$ cat config.mk
export PLATFORM = sky130hd
export DESIGN_NAME = asq_sequencer
export DESIGN_NICKNAME = d
export VERILOG_FILES = /design/src/logic/asq_pkg.sv /design/src/logic/asq_phase_timer.sv /design/src/logic/asq_sequencer.sv
export VERILOG_INCLUDE_DIRS = /design/src /design/src/logic
export SDC_FILE = /design/constraint.sdc
export NUM_CORES = 1
export LEC_CHECK = 0
export ABC_AREA = 1
export BUFFER_PORTS_ARGS = -buffer_cell sky130_fd_sc_hd__buf_4
export CORE_AREA = 10 10 118 226
export DETAILED_ROUTE_END_ITERATION = 10
export DIE_AREA = 0 0 128 236
export HOLD_SLACK_MARGIN = 0.15
export SYNTH_ARGS = -nofsm -noshare
export SYNTH_HDL_FRONTEND = slang
export SYNTH_SLANG_ARGS = --single-unit
$ cat constraint.sdc
create_clock -name clk_sys -period 3.9 [get_ports clk_sys]
set_input_delay 0.195 -clock clk_sys [delete_from_list [all_inputs] [get_ports clk_sys]]
set_output_delay 0.195 -clock clk_sys [all_outputs]
set_load 0.02 [all_outputs]
$ cat src/logic/asq_defs.svh
// Constants for the converter scan and select sequencer
`ifndef ASQ_DEFS_SVH
`define ASQ_DEFS_SVH

// Bus and data widths
`define ASQ_AW 4
`define ASQ_DW 16
`define ASQ_RW 10
`define ASQ_NCH 8
`define ASQ_CW 11

// Register addresses (word index on the plain port)
`define ASQ_A_IRQ 4'h0
`define ASQ_A_SCAN 4'h1
`define ASQ_A_SEL 4'h2
`define ASQ_A_REQ 4'h3
`define ASQ_A_IEN 4'h4
`define ASQ_A_PRI 4'h5
// Results sit at 4'h8 to 4'hF, index in the low three address bits
`define ASQ_RES_SEL 3
`define ASQ_F_RIDX 2:0

// Field positions
`define ASQ_B_SCAN_DONE 0
`define ASQ_B_SEL_DONE 1
`define ASQ_B_SCAN_IE 2
`define ASQ_B_SEL_IE 3
`define ASQ_F_IRQ 3:0
`define ASQ_F_IRQ_HI 7:4
`define ASQ_F_IE 3:2
`define ASQ_F_CH 2:0
`define ASQ_B_RUN 4
`define ASQ_B_TRIG 5
`define ASQ_B_CONT 6
`define ASQ_F_LEN 7:5
`define ASQ_F_PRI 1:0

// Reset values and masks
`define ASQ_IRQ_RST 8'hF0
`define ASQ_IRQ_ONES 4'hF
`define ASQ_SCAN_MASK 8'h77
`define ASQ_SEL_MASK 8'hF7
`define ASQ_CTL_RST 8'h00
`define ASQ_LAST_CH 3'h7
`define ASQ_CH_STEP 3'h1

// Per-channel clock budgets, code 7 in the top slice, code 0 in the bottom
`define ASQ_TOT_TAB {11'h080, 11'h0C0, 11'h100, 11'h180, 11'h200, 11'h300, 11'h400, 11'h600}
`define ASQ_SMP_TAB {11'h04D, 11'h074, 11'h09B, 11'h0E9, 11'h137, 11'h1D3, 11'h26F, 11'h3A7}
`define ASQ_CNV_TAB {11'h01C, 11'h029, 11'h036, 11'h050, 11'h06A, 11'h09E, 11'h0D2, 11'h13A}
`define ASQ_CNT_ONE 11'h001

`endif

$ cat src/logic/asq_pkg.sv
// Types shared by the sequencer and its phase timer
package asq_pkg;
  `include "asq_defs.svh"

  typedef enum logic [1:0] {
    ASQ_ST_IDLE = 2'b00,
    ASQ_ST_SCAN = 2'b01,
    ASQ_ST_SEL  = 2'b10
  } asq_state_t;

  typedef enum logic [1:0] {
    ASQ_PH_IDLE = 2'b00,
    ASQ_PH_SMP  = 2'b01,
    ASQ_PH_CNV  = 2'b10,
    ASQ_PH_OTH  = 2'b11
  } asq_phase_t;

  typedef struct packed {
    logic [`ASQ_AW-1:0] addr;
    logic [`ASQ_DW-1:0] wdata;
    logic               wr;
    logic               rd;
  } asq_bus_req_t;

  typedef struct packed {
    logic [2:0] channel;
    asq_phase_t phase;
  } asq_ana_t;
endpackage : asq_pkg

$ cat src/logic/asq_phase_timer.sv
// Per-channel clock budget counter with sampling, conversion and other phases
`timescale 1ns/1ps
`default_nettype none
module asq_phase_timer
  import asq_pkg::*;
(
  // Clock and reset
  input  wire logic       clk_sys,
  input  wire logic       rst,
  input  wire logic       ce,
  // Control
  input  wire logic       start,
  input  wire logic       stop,
  input  wire logic [2:0] code,
  // Status
  output var  asq_phase_t phase,
  output var  logic       done
);
  logic [`ASQ_CW-1:0] cnt_r,  cnt_nxt;
  logic [2:0]         code_r, code_nxt;
  logic               busy_r, busy_nxt;
  logic [`ASQ_CW-1:0] tot, smp, cnv;
  localparam logic [`ASQ_NCH*`ASQ_CW-1:0] TOT_TAB = `ASQ_TOT_TAB;
  localparam logic [`ASQ_NCH*`ASQ_CW-1:0] SMP_TAB = `ASQ_SMP_TAB;
  localparam logic [`ASQ_NCH*`ASQ_CW-1:0] CNV_TAB = `ASQ_CNV_TAB;

  always_comb begin
    tot = TOT_TAB[code_r*`ASQ_CW +: `ASQ_CW];
    smp = SMP_TAB[code_r*`ASQ_CW +: `ASQ_CW];
    cnv = CNV_TAB[code_r*`ASQ_CW +: `ASQ_CW];
    done = busy_r && (cnt_r == tot - `ASQ_CNT_ONE);
    if (!busy_r) begin
      phase = ASQ_PH_IDLE;
    end else if (cnt_r < smp) begin
      phase = ASQ_PH_SMP;
    end else if (cnt_r < smp + cnv) begin
      phase = ASQ_PH_CNV;
    end else begin
      phase = ASQ_PH_OTH;
    end
    cnt_nxt  = cnt_r + `ASQ_CNT_ONE;
    code_nxt = code_r;
    busy_nxt = busy_r && !done;
    if (start) begin
      // Code is latched here, so later writes leave the running budget alone
      cnt_nxt  = '0;
      code_nxt = code;
      busy_nxt = 1'b1;
    end else if (stop || !busy_r) begin
      cnt_nxt  = '0;
      busy_nxt = 1'b0;
    end
  end

  always_ff @(posedge clk_sys or posedge rst) begin
    if (rst) begin
      cnt_r  <= '0;
      code_r <= '0;
      busy_r <= 1'b0;
    end else if (ce) begin
      cnt_r  <= cnt_nxt;
      code_r <= code_nxt;
      busy_r <= busy_nxt;
    end
  end
endmodule : asq_phase_timer
`default_nettype wire

$ cat src/logic/asq_sequencer.sv
// Eight-channel converter scan and select sequencer with register port
//
// How it works
// - Scan-cycle enable bit gates whether scan completion raises a request.
// - Low three bits of scan control give the first scan channel.
// - Trigger bit picks software start or external trigger edge.
// - Continuous bit picks halt or restart from start channel after channel 7.
// - Writing run one starts a scan; writing zero stops it early.
// - Select enable bit gates whether select completion raises a request.
// - Low three bits of select control name the select channel.
// - Length code picks 1536 down to 128 clocks per channel.
// - Scan converts channels upward from start channel through channel 7.
// - A select start abandons the scanned channel and converts at once.
// - After the select, the abandoned channel is reconverted, then scan goes on.
// - Each channel splits into sampling, conversion and other phases.
// - Either completion event sets the single shared request flag when its own enable bit is set.
// - The request reaches the processor only while its enable is set.
// - Two priority bits give the interrupt one of four levels.
// - Scan-cycle flag sets when channel 7 finishes, held until cleared.
// - Select flag sets when a select conversion ends, held until cleared.
// - Each channel keeps its own ten-bit result, upper bits read zero.
// - Length changes during a conversion are ignored.
`timescale 1ns/1ps
`default_nettype none
module asq_sequencer
  import asq_pkg::*;
(
  // Clock, reset, enable
  input  wire logic               clk_sys,
  input  wire logic               rst,
  input  wire logic               ce,
  // Register port
  input  wire asq_bus_req_t       bus,
  output var  logic [`ASQ_DW-1:0] rdata,
  // Trigger pin
  input  wire logic               ext_trigger,
  // Converter core
  input  wire logic [`ASQ_RW-1:0] ana_result,
  output var  asq_ana_t           ana,
  // Interrupt controller side
  output var  logic               irq,
  output var  logic [1:0]         irq_prio
);
  logic [7:0]         irq_ctl_r,  irq_ctl_nxt;
  logic [7:0]         scan_ctl_r, scan_ctl_nxt;
  logic [7:0]         sel_ctl_r,  sel_ctl_nxt;
  logic               req_r,      req_nxt;
  logic               ien_r,      ien_nxt;
  logic [1:0]         pri_r,      pri_nxt;
  asq_state_t         st_r,       st_nxt;
  logic               go_r,       go_nxt;
  logic [2:0]         ch_r,       ch_nxt;
  logic [`ASQ_RW-1:0] res_r [`ASQ_NCH];
  logic [`ASQ_RW-1:0] res_nxt [`ASQ_NCH];
  logic [`ASQ_DW-1:0] rdata_nxt;
  asq_ana_t           ana_nxt;
  logic               irq_nxt;
  logic               trg_s1_r, trg_s2_r, trg_s3_r;
  logic               trg_edge;
  logic               wr_irq, wr_scan, wr_sel;
  logic               scan_start_ev, scan_stop_ev;
  logic               sel_start_ev, sel_stop_ev;
  logic               set_scan, set_sel;
  logic               tm_start, tm_stop, tm_done;
  logic               leave_sel;
  asq_phase_t         tm_phase;

  asq_phase_timer u_timer (
    .clk_sys (clk_sys),
    .rst     (rst),
    .ce      (ce),
    .start   (tm_start),
    .stop    (tm_stop),
    .code    (sel_ctl_nxt[`ASQ_F_LEN]),
    .phase   (tm_phase),
    .done    (tm_done)
  );

  // Trigger pin comes from outside; the second and third stages feed the edge detect
  assign trg_edge = trg_s2_r && !trg_s3_r;

  always_comb begin
    irq_ctl_nxt  = irq_ctl_r;
    scan_ctl_nxt = scan_ctl_r;
    sel_ctl_nxt  = sel_ctl_r;
    req_nxt      = req_r;
    ien_nxt      = ien_r;
    pri_nxt      = pri_r;
    st_nxt       = st_r;
    go_nxt       = go_r;
    ch_nxt       = ch_r;
    res_nxt      = res_r;
    tm_start     = 1'b0;
    tm_stop      = 1'b0;
    set_scan     = 1'b0;
    set_sel      = 1'b0;
    leave_sel    = 1'b0;
    wr_irq  = bus.wr && (bus.addr == `ASQ_A_IRQ);
    wr_scan = bus.wr && (bus.addr == `ASQ_A_SCAN);
    wr_sel  = bus.wr && (bus.addr == `ASQ_A_SEL);
    scan_start_ev = wr_scan && bus.wdata[`ASQ_B_RUN] && !scan_ctl_r[`ASQ_B_RUN];
    scan_stop_ev  = wr_scan && !bus.wdata[`ASQ_B_RUN];
    sel_start_ev  = wr_sel && bus.wdata[`ASQ_B_RUN] && (st_r != ASQ_ST_SEL);
    sel_stop_ev   = wr_sel && !bus.wdata[`ASQ_B_RUN];

    // Register writes
    if (wr_irq) begin
      irq_ctl_nxt[`ASQ_F_IE] = bus.wdata[`ASQ_F_IE];
      // Software may only clear the flags; hardware alone sets them
      irq_ctl_nxt[`ASQ_B_SCAN_DONE] = irq_ctl_r[`ASQ_B_SCAN_DONE] && bus.wdata[`ASQ_B_SCAN_DONE];
      irq_ctl_nxt[`ASQ_B_SEL_DONE]  = irq_ctl_r[`ASQ_B_SEL_DONE] && bus.wdata[`ASQ_B_SEL_DONE];
    end else if (wr_scan) begin
      scan_ctl_nxt = bus.wdata[7:0] & `ASQ_SCAN_MASK;
    end else if (wr_sel) begin
      sel_ctl_nxt = bus.wdata[7:0] & `ASQ_SEL_MASK;
    end else if (bus.wr && (bus.addr == `ASQ_A_REQ)) begin
      req_nxt = req_r && bus.wdata[0];
    end else if (bus.wr && (bus.addr == `ASQ_A_IEN)) begin
      ien_nxt = bus.wdata[0];
    end else if (bus.wr && (bus.addr == `ASQ_A_PRI)) begin
      pri_nxt = bus.wdata[`ASQ_F_PRI];
    end

    // Scan arming: software start, or trigger edge while run is set
    if (scan_start_ev) begin
      ch_nxt = bus.wdata[`ASQ_F_CH];
      go_nxt = !bus.wdata[`ASQ_B_TRIG];
    end else if (scan_stop_ev) begin
      go_nxt = 1'b0;
    end else if (scan_ctl_r[`ASQ_B_RUN] && scan_ctl_r[`ASQ_B_TRIG] && !go_r && trg_edge) begin
      go_nxt = 1'b1;
      ch_nxt = scan_ctl_r[`ASQ_F_CH];
    end

    // Conversion sequencing
    case (st_r)
      ASQ_ST_SEL: begin
        if (sel_stop_ev) begin
          leave_sel = 1'b1;
        end else if (tm_done) begin
          res_nxt[sel_ctl_r[`ASQ_F_CH]] = ana_result;
          set_sel   = 1'b1;
          sel_ctl_nxt[`ASQ_B_RUN] = 1'b0;
          leave_sel = 1'b1;
        end
      end
      ASQ_ST_SCAN: begin
        if (sel_start_ev) begin
          st_nxt   = ASQ_ST_SEL;
          tm_start = 1'b1;
        end else if (scan_stop_ev) begin
          st_nxt  = ASQ_ST_IDLE;
          tm_stop = 1'b1;
        end else if (tm_done) begin
          res_nxt[ch_r] = ana_result;
          if (ch_r == `ASQ_LAST_CH) begin
            set_scan = 1'b1;
            if (scan_ctl_r[`ASQ_B_CONT]) begin
              ch_nxt   = scan_ctl_r[`ASQ_F_CH];
              tm_start = 1'b1;
            end else begin
              st_nxt  = ASQ_ST_IDLE;
              go_nxt  = 1'b0;
              scan_ctl_nxt[`ASQ_B_RUN] = 1'b0;
            end
          end else begin
            ch_nxt   = ch_r + `ASQ_CH_STEP;
            tm_start = 1'b1;
          end
        end
      end
      default: begin
        if (sel_start_ev) begin
          st_nxt   = ASQ_ST_SEL;
          tm_start = 1'b1;
        end else if (go_nxt) begin
          st_nxt   = ASQ_ST_SCAN;
          tm_start = 1'b1;
        end
      end
    endcase

    // Back to the scan at the channel it left, or to rest
    if (leave_sel) begin
      if (go_nxt) begin
        st_nxt   = ASQ_ST_SCAN;
        tm_start = 1'b1;
      end else begin
        st_nxt  = ASQ_ST_IDLE;
        tm_stop = 1'b1;
      end
    end

    // Hardware set wins over a software clear in the same cycle
    if (set_scan) begin
      irq_ctl_nxt[`ASQ_B_SCAN_DONE] = 1'b1;
    end
    if (set_sel) begin
      irq_ctl_nxt[`ASQ_B_SEL_DONE] = 1'b1;
    end
    if ((set_scan && irq_ctl_r[`ASQ_B_SCAN_IE]) || (set_sel && irq_ctl_r[`ASQ_B_SEL_IE])) begin
      req_nxt = 1'b1;
    end
    irq_nxt = req_nxt && ien_nxt;

    // Channel and phase driven to the converter core
    ana_nxt.channel = (st_nxt == ASQ_ST_SEL) ? sel_ctl_nxt[`ASQ_F_CH] : ch_nxt;
    ana_nxt.phase   = tm_phase;
  end

  always_ff @(posedge clk_sys or posedge rst) begin
    if (rst) begin
      irq_ctl_r  <= `ASQ_IRQ_RST;
      scan_ctl_r <= `ASQ_CTL_RST;
      sel_ctl_r  <= `ASQ_CTL_RST;
      req_r      <= 1'b0;
      ien_r      <= 1'b0;
      pri_r      <= '0;
      st_r       <= ASQ_ST_IDLE;
      go_r       <= 1'b0;
      ch_r       <= '0;
      ana        <= '0;
      irq        <= 1'b0;
      irq_prio   <= '0;
      trg_s1_r   <= 1'b0;
      trg_s2_r   <= 1'b0;
      trg_s3_r   <= 1'b0;
    end else if (ce) begin
      irq_ctl_r  <= irq_ctl_nxt;
      scan_ctl_r <= scan_ctl_nxt;
      sel_ctl_r  <= sel_ctl_nxt;
      req_r      <= req_nxt;
      ien_r      <= ien_nxt;
      pri_r      <= pri_nxt;
      st_r       <= st_nxt;
      go_r       <= go_nxt;
      ch_r       <= ch_nxt;
      ana        <= ana_nxt;
      irq        <= irq_nxt;
      irq_prio   <= pri_nxt;
      trg_s1_r   <= ext_trigger;
      trg_s2_r   <= trg_s1_r;
      trg_s3_r   <= trg_s2_r;
    end
  end

  // Result store has no reset; contents are undefined until first conversion
  genvar gi;
  generate
    for (gi = 0; gi < `ASQ_NCH; gi++) begin : g_res
      always_ff @(posedge clk_sys) begin
        if (ce) begin
          res_r[gi] <= res_nxt[gi];
        end
      end
    end
  endgenerate

  // Read data appear in the cycle after the read strobe only
  always_comb begin
    rdata_nxt = '0;
    if (bus.rd) begin
      if (bus.addr[`ASQ_RES_SEL]) begin
        rdata_nxt = {{(`ASQ_DW-`ASQ_RW){1'b0}}, res_r[bus.addr[`ASQ_F_RIDX]]};
      end else if (bus.addr == `ASQ_A_IRQ) begin
        rdata_nxt[7:0] = {`ASQ_IRQ_ONES, irq_ctl_r[`ASQ_F_IRQ]};
      end else if (bus.addr == `ASQ_A_SCAN) begin
        rdata_nxt[7:0] = scan_ctl_r;
      end else if (bus.addr == `ASQ_A_SEL) begin
        rdata_nxt[7:0] = sel_ctl_r;
      end else if (bus.addr == `ASQ_A_REQ) begin
        rdata_nxt[0] = req_r;
      end else if (bus.addr == `ASQ_A_IEN) begin
        rdata_nxt[0] = ien_r;
      end else if (bus.addr == `ASQ_A_PRI) begin
        rdata_nxt[`ASQ_F_PRI] = pri_r;
      end
    end
  end

  always_ff @(posedge clk_sys or posedge rst) begin
    if (rst) begin
      rdata <= '0;
    end else if (ce) begin
      rdata <= rdata_nxt;
    end
  end
endmodule : asq_sequencer
`default_nettype wire

; ---- Yosys cells after proc, flatten, opt, wreduce, memory -nomap -nowiden
; Cells that the tools add are included.
[word_totals]
register_bits = 147
input_bits = 36
[classes]
n_addsub = 4
n_mul = 1
magnitude_cmp = 7
n_eq_ne = 16
shift = 3
mux = 115
n_bitwise = 8
n_reduce_logical = 46
[op_table]
columns = operator, n
row1 = $mux W80, 5
row2 = $shiftx A88 B8 Y11 const A, 3
row3 = $bwmux W80, 2
row4 = $pmux W80 S2, 1
row5 = $mux W1, 62
row6 = $demux W10 S3, 2
row7 = $mux W10, 5
row8 = $mux W8, 6
row9 = $bmux W10 S3, 1
row10 = $mux W3, 10
row11 = $mux W2, 14
row12 = $logic_and A1 B1 Y1, 26
row13 = $lt A11 B11 Y1, 2
row14 = $mux W11, 2
row15 = $reduce_and A7 Y1, 2
row16 = $ge A4 B4 Y1 const B, 3
row17 = $ne A2 B2 Y1 const B, 6
row18 = $not A3 Y4, 3
row19 = $add A11 B1 Y11 const B, 1
row20 = $add A11 B11 Y11, 1
row21 = $eq A11 B11 Y1, 1
row22 = $sub A11 B1 Y11 const B, 1
row23 = $mux W5, 2
row24 = $eq A4 B2 Y1 const B, 2
row25 = other kinds (18), 37

; ---- Longest topological paths before layout
[logic_depth]
word_depth = 17
ltp_mapped = 22
depth_no_buf = 22

; ---- Hierarchy
; A second synthesis with hierarchy kept.
[unflattened]
cells_unflattened = 973
area_unflattened_um2 = 8086.5
[by_module_without_submodules]
columns = module, n_inst, cells_per_inst, area_per_inst_um2, seq_area_each_um2
row1 = asq_sequencer, 1, 679, 6211.0, 3553.4
row2 = asq_phase_timer, 1, 294, 1875.5, 375.4

; ---- Least setup slack after synthesis
; Ideal clock, no wire load.
[synth_path]
kind = register to register
startpoint = reg u_timer.code_r[1]
endpoint = reg ana[0] (netlist bit)
setup_time_ns = 0.066
t_arrival_ns = 2.953
setup_slack_ns = 0.882
stages_incl_launch_ff = 22
n_path_buf = 0
synth_period_minus_slack_ns = 3.018
path_cell_list = dfrtp_1 -> inv_2 -> ha_1 -> inv_1 -> nand2_1 -> nand2_1 -> inv_1 -> ha_1 -> nand3_1 -> nand2_1 -> a21oi_1 -> o21ai_0 -> nand2_1 -> a21oi_1 -> o21ai_0 -> ha_1 -> nand2_1 -> nor2_1 -> nand4_1 -> o2111ai_1 -> nand3_1 -> nand2_1
[synth_between]
elab_chain_cells = 7
word_cells_on_any_way = 9
[synth_rtl]
columns = item, line_no
row1 = from (decl), asq_phase_timer.sv:20  ; logic [2:0] code_r, code_nxt;
row2 = from (signal assigned), asq_phase_timer.sv:62  ; code_r <= code_nxt;
row3 = $mul A3 B4 Y7 (no source line) (*), -
row4 = "$shiftx A88 B8 Y11, on equally long branches", "asq_phase_timer.sv:29, asq_phase_timer.sv:30"
row5 = $add A11 B11 Y11, asq_phase_timer.sv:36  ; end else if (cnt_r < smp + cnv) begin
row6 = $lt A11 B11 Y1, asq_phase_timer.sv:36
row7 = $mux W1, asq_phase_timer.sv:36
row8 = $mux W2 (*), asq_phase_timer.sv:34  ; end else if (cnt_r < smp) begin
row9 = $mux W2 (*), asq_phase_timer.sv:32  ; if (!busy_r) begin
row10 = to (signal assigned), asq_sequencer.sv:238  ; ana <= ana_nxt;
row11 = to (decl), asq_sequencer.sv:39  ; output var asq_ana_t ana,
; Mark *: on every way between the ends. The rest lies on a longest branch, timed or not.
; A chain may end at the register's enable or synchronous reset.

; ---- Worst setup path in the final report
; Same ends and word-level chain as after synthesis.

==> impl_metrics.tcl <==
set metrics [dict create \
    gp_congestion 0.906 \
    rr_startpoint "u_timer.code_r[1]" \
    clock-skew-final_ns 0.0101 \
    rr_worst_depth 21 \
    multi_input_area_sq_um 3430 \
    htree_levels 4 \
    fin_util_pct 40.1 \
    drv_cap 0 \
    postCtsSetupBuffers 0 \
    top_usage_layer "met2" \
    final.period_utilization_pct 88.6 \
    finalCriticalPeriod_ns 3.46 \
    fin_hold_ws_ns 0.176 \
    synth_area_sq_um 7870 \
    cts_buffers 17 \
    min_to "res_r[5]" \
    slowest_delay_ns 0.45 \
    setup-violations-final 0 \
    synthTopCellsByCount "160 x nand2_1, 149 x nor2_1, 88 x inv_1, 80 x edfxtp_1, 61 x dfrtp_1" \
    synth_ff_type "edfxtp_1" \
    synth.most_common_cell "nand2_1" \
    synth_cells 892 \
    rrSetupSlack_ns 0.44 \
    drt_first_iter_violations 420 \
    critPathTopFamily "simple AND/OR/NAND/NOR gates" \
    clk_pin_slew_worst_paths_ns 0.06 \
    hold_viol_final 0 \
    power_density_nw_per_um2 600 \
    peakVddDrop_mv 0.726 \
    ys_types 57 \
    met1_usage_pct 12.2 \
    p_leak_uw 0.00417 \
    vias 6524 \
    clk_latency_ns 0.43 \
    numPortBuffers 45 \
    path_cells "inv_2 > ha_1 > inv_1 > nand2_1 > nand2_1 > inv_1 > ha_1 > nand3_1 > nand2_1 > a21oi_1 > o21ai_0 > nand2_1 > a21oi_1 > o21ai_0 > ha_1 > nand2_1 > nor2_1 > nand4_1 > o2111ai_1 > nand3_1 > nand2_1" \
    worstPathMaxFanout 6 \
    final_nets 1034 \
    antenna_found_initial 0 \
    final-seq-area_sq_um 3930 \
    die_y_um 236 \
    path_class "flop to flop" \
    wl_um 23100 \
    rows 79 \
    initial_core_util_pct 34.0 \
    critical_path_required_ns 4.27 \
    grt_overflow_total 0 \
    async_flop_share_pct 43.3 \
    synthTopCellsByArea "edfxtp_1 31%, dfrtp_1 19%, nand2_1 7.6%" \
    drc_errors 0 \
    cts_sinks 141 \
    grtUsageTotal_pct 15.4 \
    avgSynthCellArea_sq_um 8.82 \
    core_sq_um 23100 \
    ys_seq_elements 141 \
    cts_tree "built" \
    start_kind "flop" \
    diodes 0 \
    die_area_sq_um 30200 \
    drive_gt1_share_pct 14.2 \
    grtUsageMet2_pct 31.4 \
    fp.dieW_um 128 \
    setup_tns_ns 0 \
    area_delta_synth_final_pct 17.9 \
    dpl.hpwl_um 18500 \
    grt_pass1_vias 6825 \
    seq_area_frac_synth_pct 49.9 \
    grt_first_pass_wirelength_um 35600 \
    clockRootBuffer "clkbuf_16" \
    grt_max_degree 50 \
    cp_common_cell "nand2_1" \
    vias_per_cell 5.19 \
    whs_path_depth 3 \
    synth_top_area_share_pct 30.5 \
    critPathArrivalTime_ns 3.82 \
    hp-class "input port to flop" \
    worstHoldStart "ana_result[5]" \
    pin_count 60 \
    grt_setup_unrepaired "false" \
    ys_warn_count 0 \
    maxSlewViolCount 0 \
    avgRoutedWirePerCell_um 18.4 \
    slowest_stage "dfrtp_1" \
    status "complete, no violations" \
    fill_cells 2394 \
    fin_area_sq_um 9280 \
    critical_path_buf_inv_count 3 \
    dpl-instance-area_sq_um 8610 \
    synth_edf_count 80 \
    endpoint_kind "flop" \
    tightest_slew_ns 1.05 \
    timing.slew.headroom_pct 29.4 \
    worstSetupPathDepth 21 \
    fmax_mhz 289 \
    clockBufferDepth 2 \
    worstReg2RegEnd "ana[0]" \
    ant_nets 0 \
    yosys.area.top_type "edfxtp_1" \
    drtPass1Iterations 5 \
    grt_use_met3_pct 2.96 \
]
-- routing by layer --
metal / part of all wire, % / wire length [um]
met1: 32 / 7300
met2: 60 / 13800
met3: 3.0 / 698
met4: 5.7 / 1320
met5: 0 / 0
-- worst min-delay path: cells and delay by family --
family	cells	cell delay, ns
buffers and inverters	2	0.17
AND/OR/NAND/NOR	1	0.12
-- flip-flops by register name, indices dropped and copies added, names as in the netlist, 2 cells and up --
| register | cells |
|---|---|
| res_r | 80 |
| u_timer.cnt_r | 11 |
| rdata | 10 |
| sel_ctl_r | 7 |
| scan_ctl_r | 6 |
| ana | 5 |
| irq_ctl_r | 4 |
| ch_r | 3 |
| u_timer.code_r | 3 |
| pri_r | 2 |
| st_r | 2 |
-- kinds of logic after synthesis --
group,synth area share (%)
AOI/OAI and AO/OA,13.5
xor gates and xnor gates,1.56
adders and majority gates,5.98
buffers and inverters,6.72
DFF,49.9
other,0.0476
and+or+nand+nor,22.2
-- how the worst max path moves through the flow --
stage,start,slack (ns),to
3_3_place_gp,u_timer.code_r[1],0.44,ana[0]
6_report,u_timer.code_r[1],0.44,ana[0]
4_1_cts,u_timer.code_r[1],0.38,ana[0]
2_1_floorplan,u_timer.code_r[1],0.88,ana[0]
3_5_place_dp,u_timer.code_r[1],0.38,ana[0]
5_1_grt,u_timer.code_r[0],0.13,ana[0]
-- layout make-up --
class	instances	area share, %
sequential	141	42.4
clock inverter	15	1.74
multi-input combinational	627	37.0
tap	283	3.82
timing repair buffer	79	6.61
inverter	95	3.90
clock buffer	17	4.59
-- cell usage in the layout, fill, tap and decap left out, types with 3 or more instances in the layout --
cell type	instances
nand4_1	6
a21oi_1	33
o41ai_1	3
o211ai_1	4
o21ai_2	3
edfxtp_1	80
clkinv_4	4
nor2_2	5
a32oi_1	3
nand2_1	160
dlygate4sd3_1	8
o22ai_1	28
nand2_4	3
xnor2_1	4
nor3_1	8
nand2_2	7
inv_2	5
nand3_1	44
o21ai_0	50
clkinv_1	3
nor2_4	5
inv_6	5
ha_1	36
a22oi_1	12
dfrtp_1	61
conb_1	6
inv_1	87
o221ai_1	5
o21ai_1	6
o2111ai_1	3
nor2_1	149
buf_4	71
a32o_1	6
xor2_1	10
clkbuf_16	17
-- power by group --
group | total (uW) | internal [uW] | switching, uW
clock | 1610 | 949 | 665
combinational | 2110 | 732 | 1380
sequential | 1840 | 1710 | 134
total | 5560 | 3390 | 2180
-- per-stage QoR --
stage               std cells  worst slack [ns]  total power (uW)
global placement         1217             0.441              3950
floorplan                 897             0.882              3340
finish                   1257             0.445              5560
CTS                      1257             0.378              5610
global route             1257             0.134              5970
detailed placement       1217             0.385              3980
-- timing repair --
action | CTS | global route
hold buffers | 8 | 0
endpoints found under the hold margin | 51 | 0
gates resized for setup | 0 | 0
(Power assumes the default switching activity.)
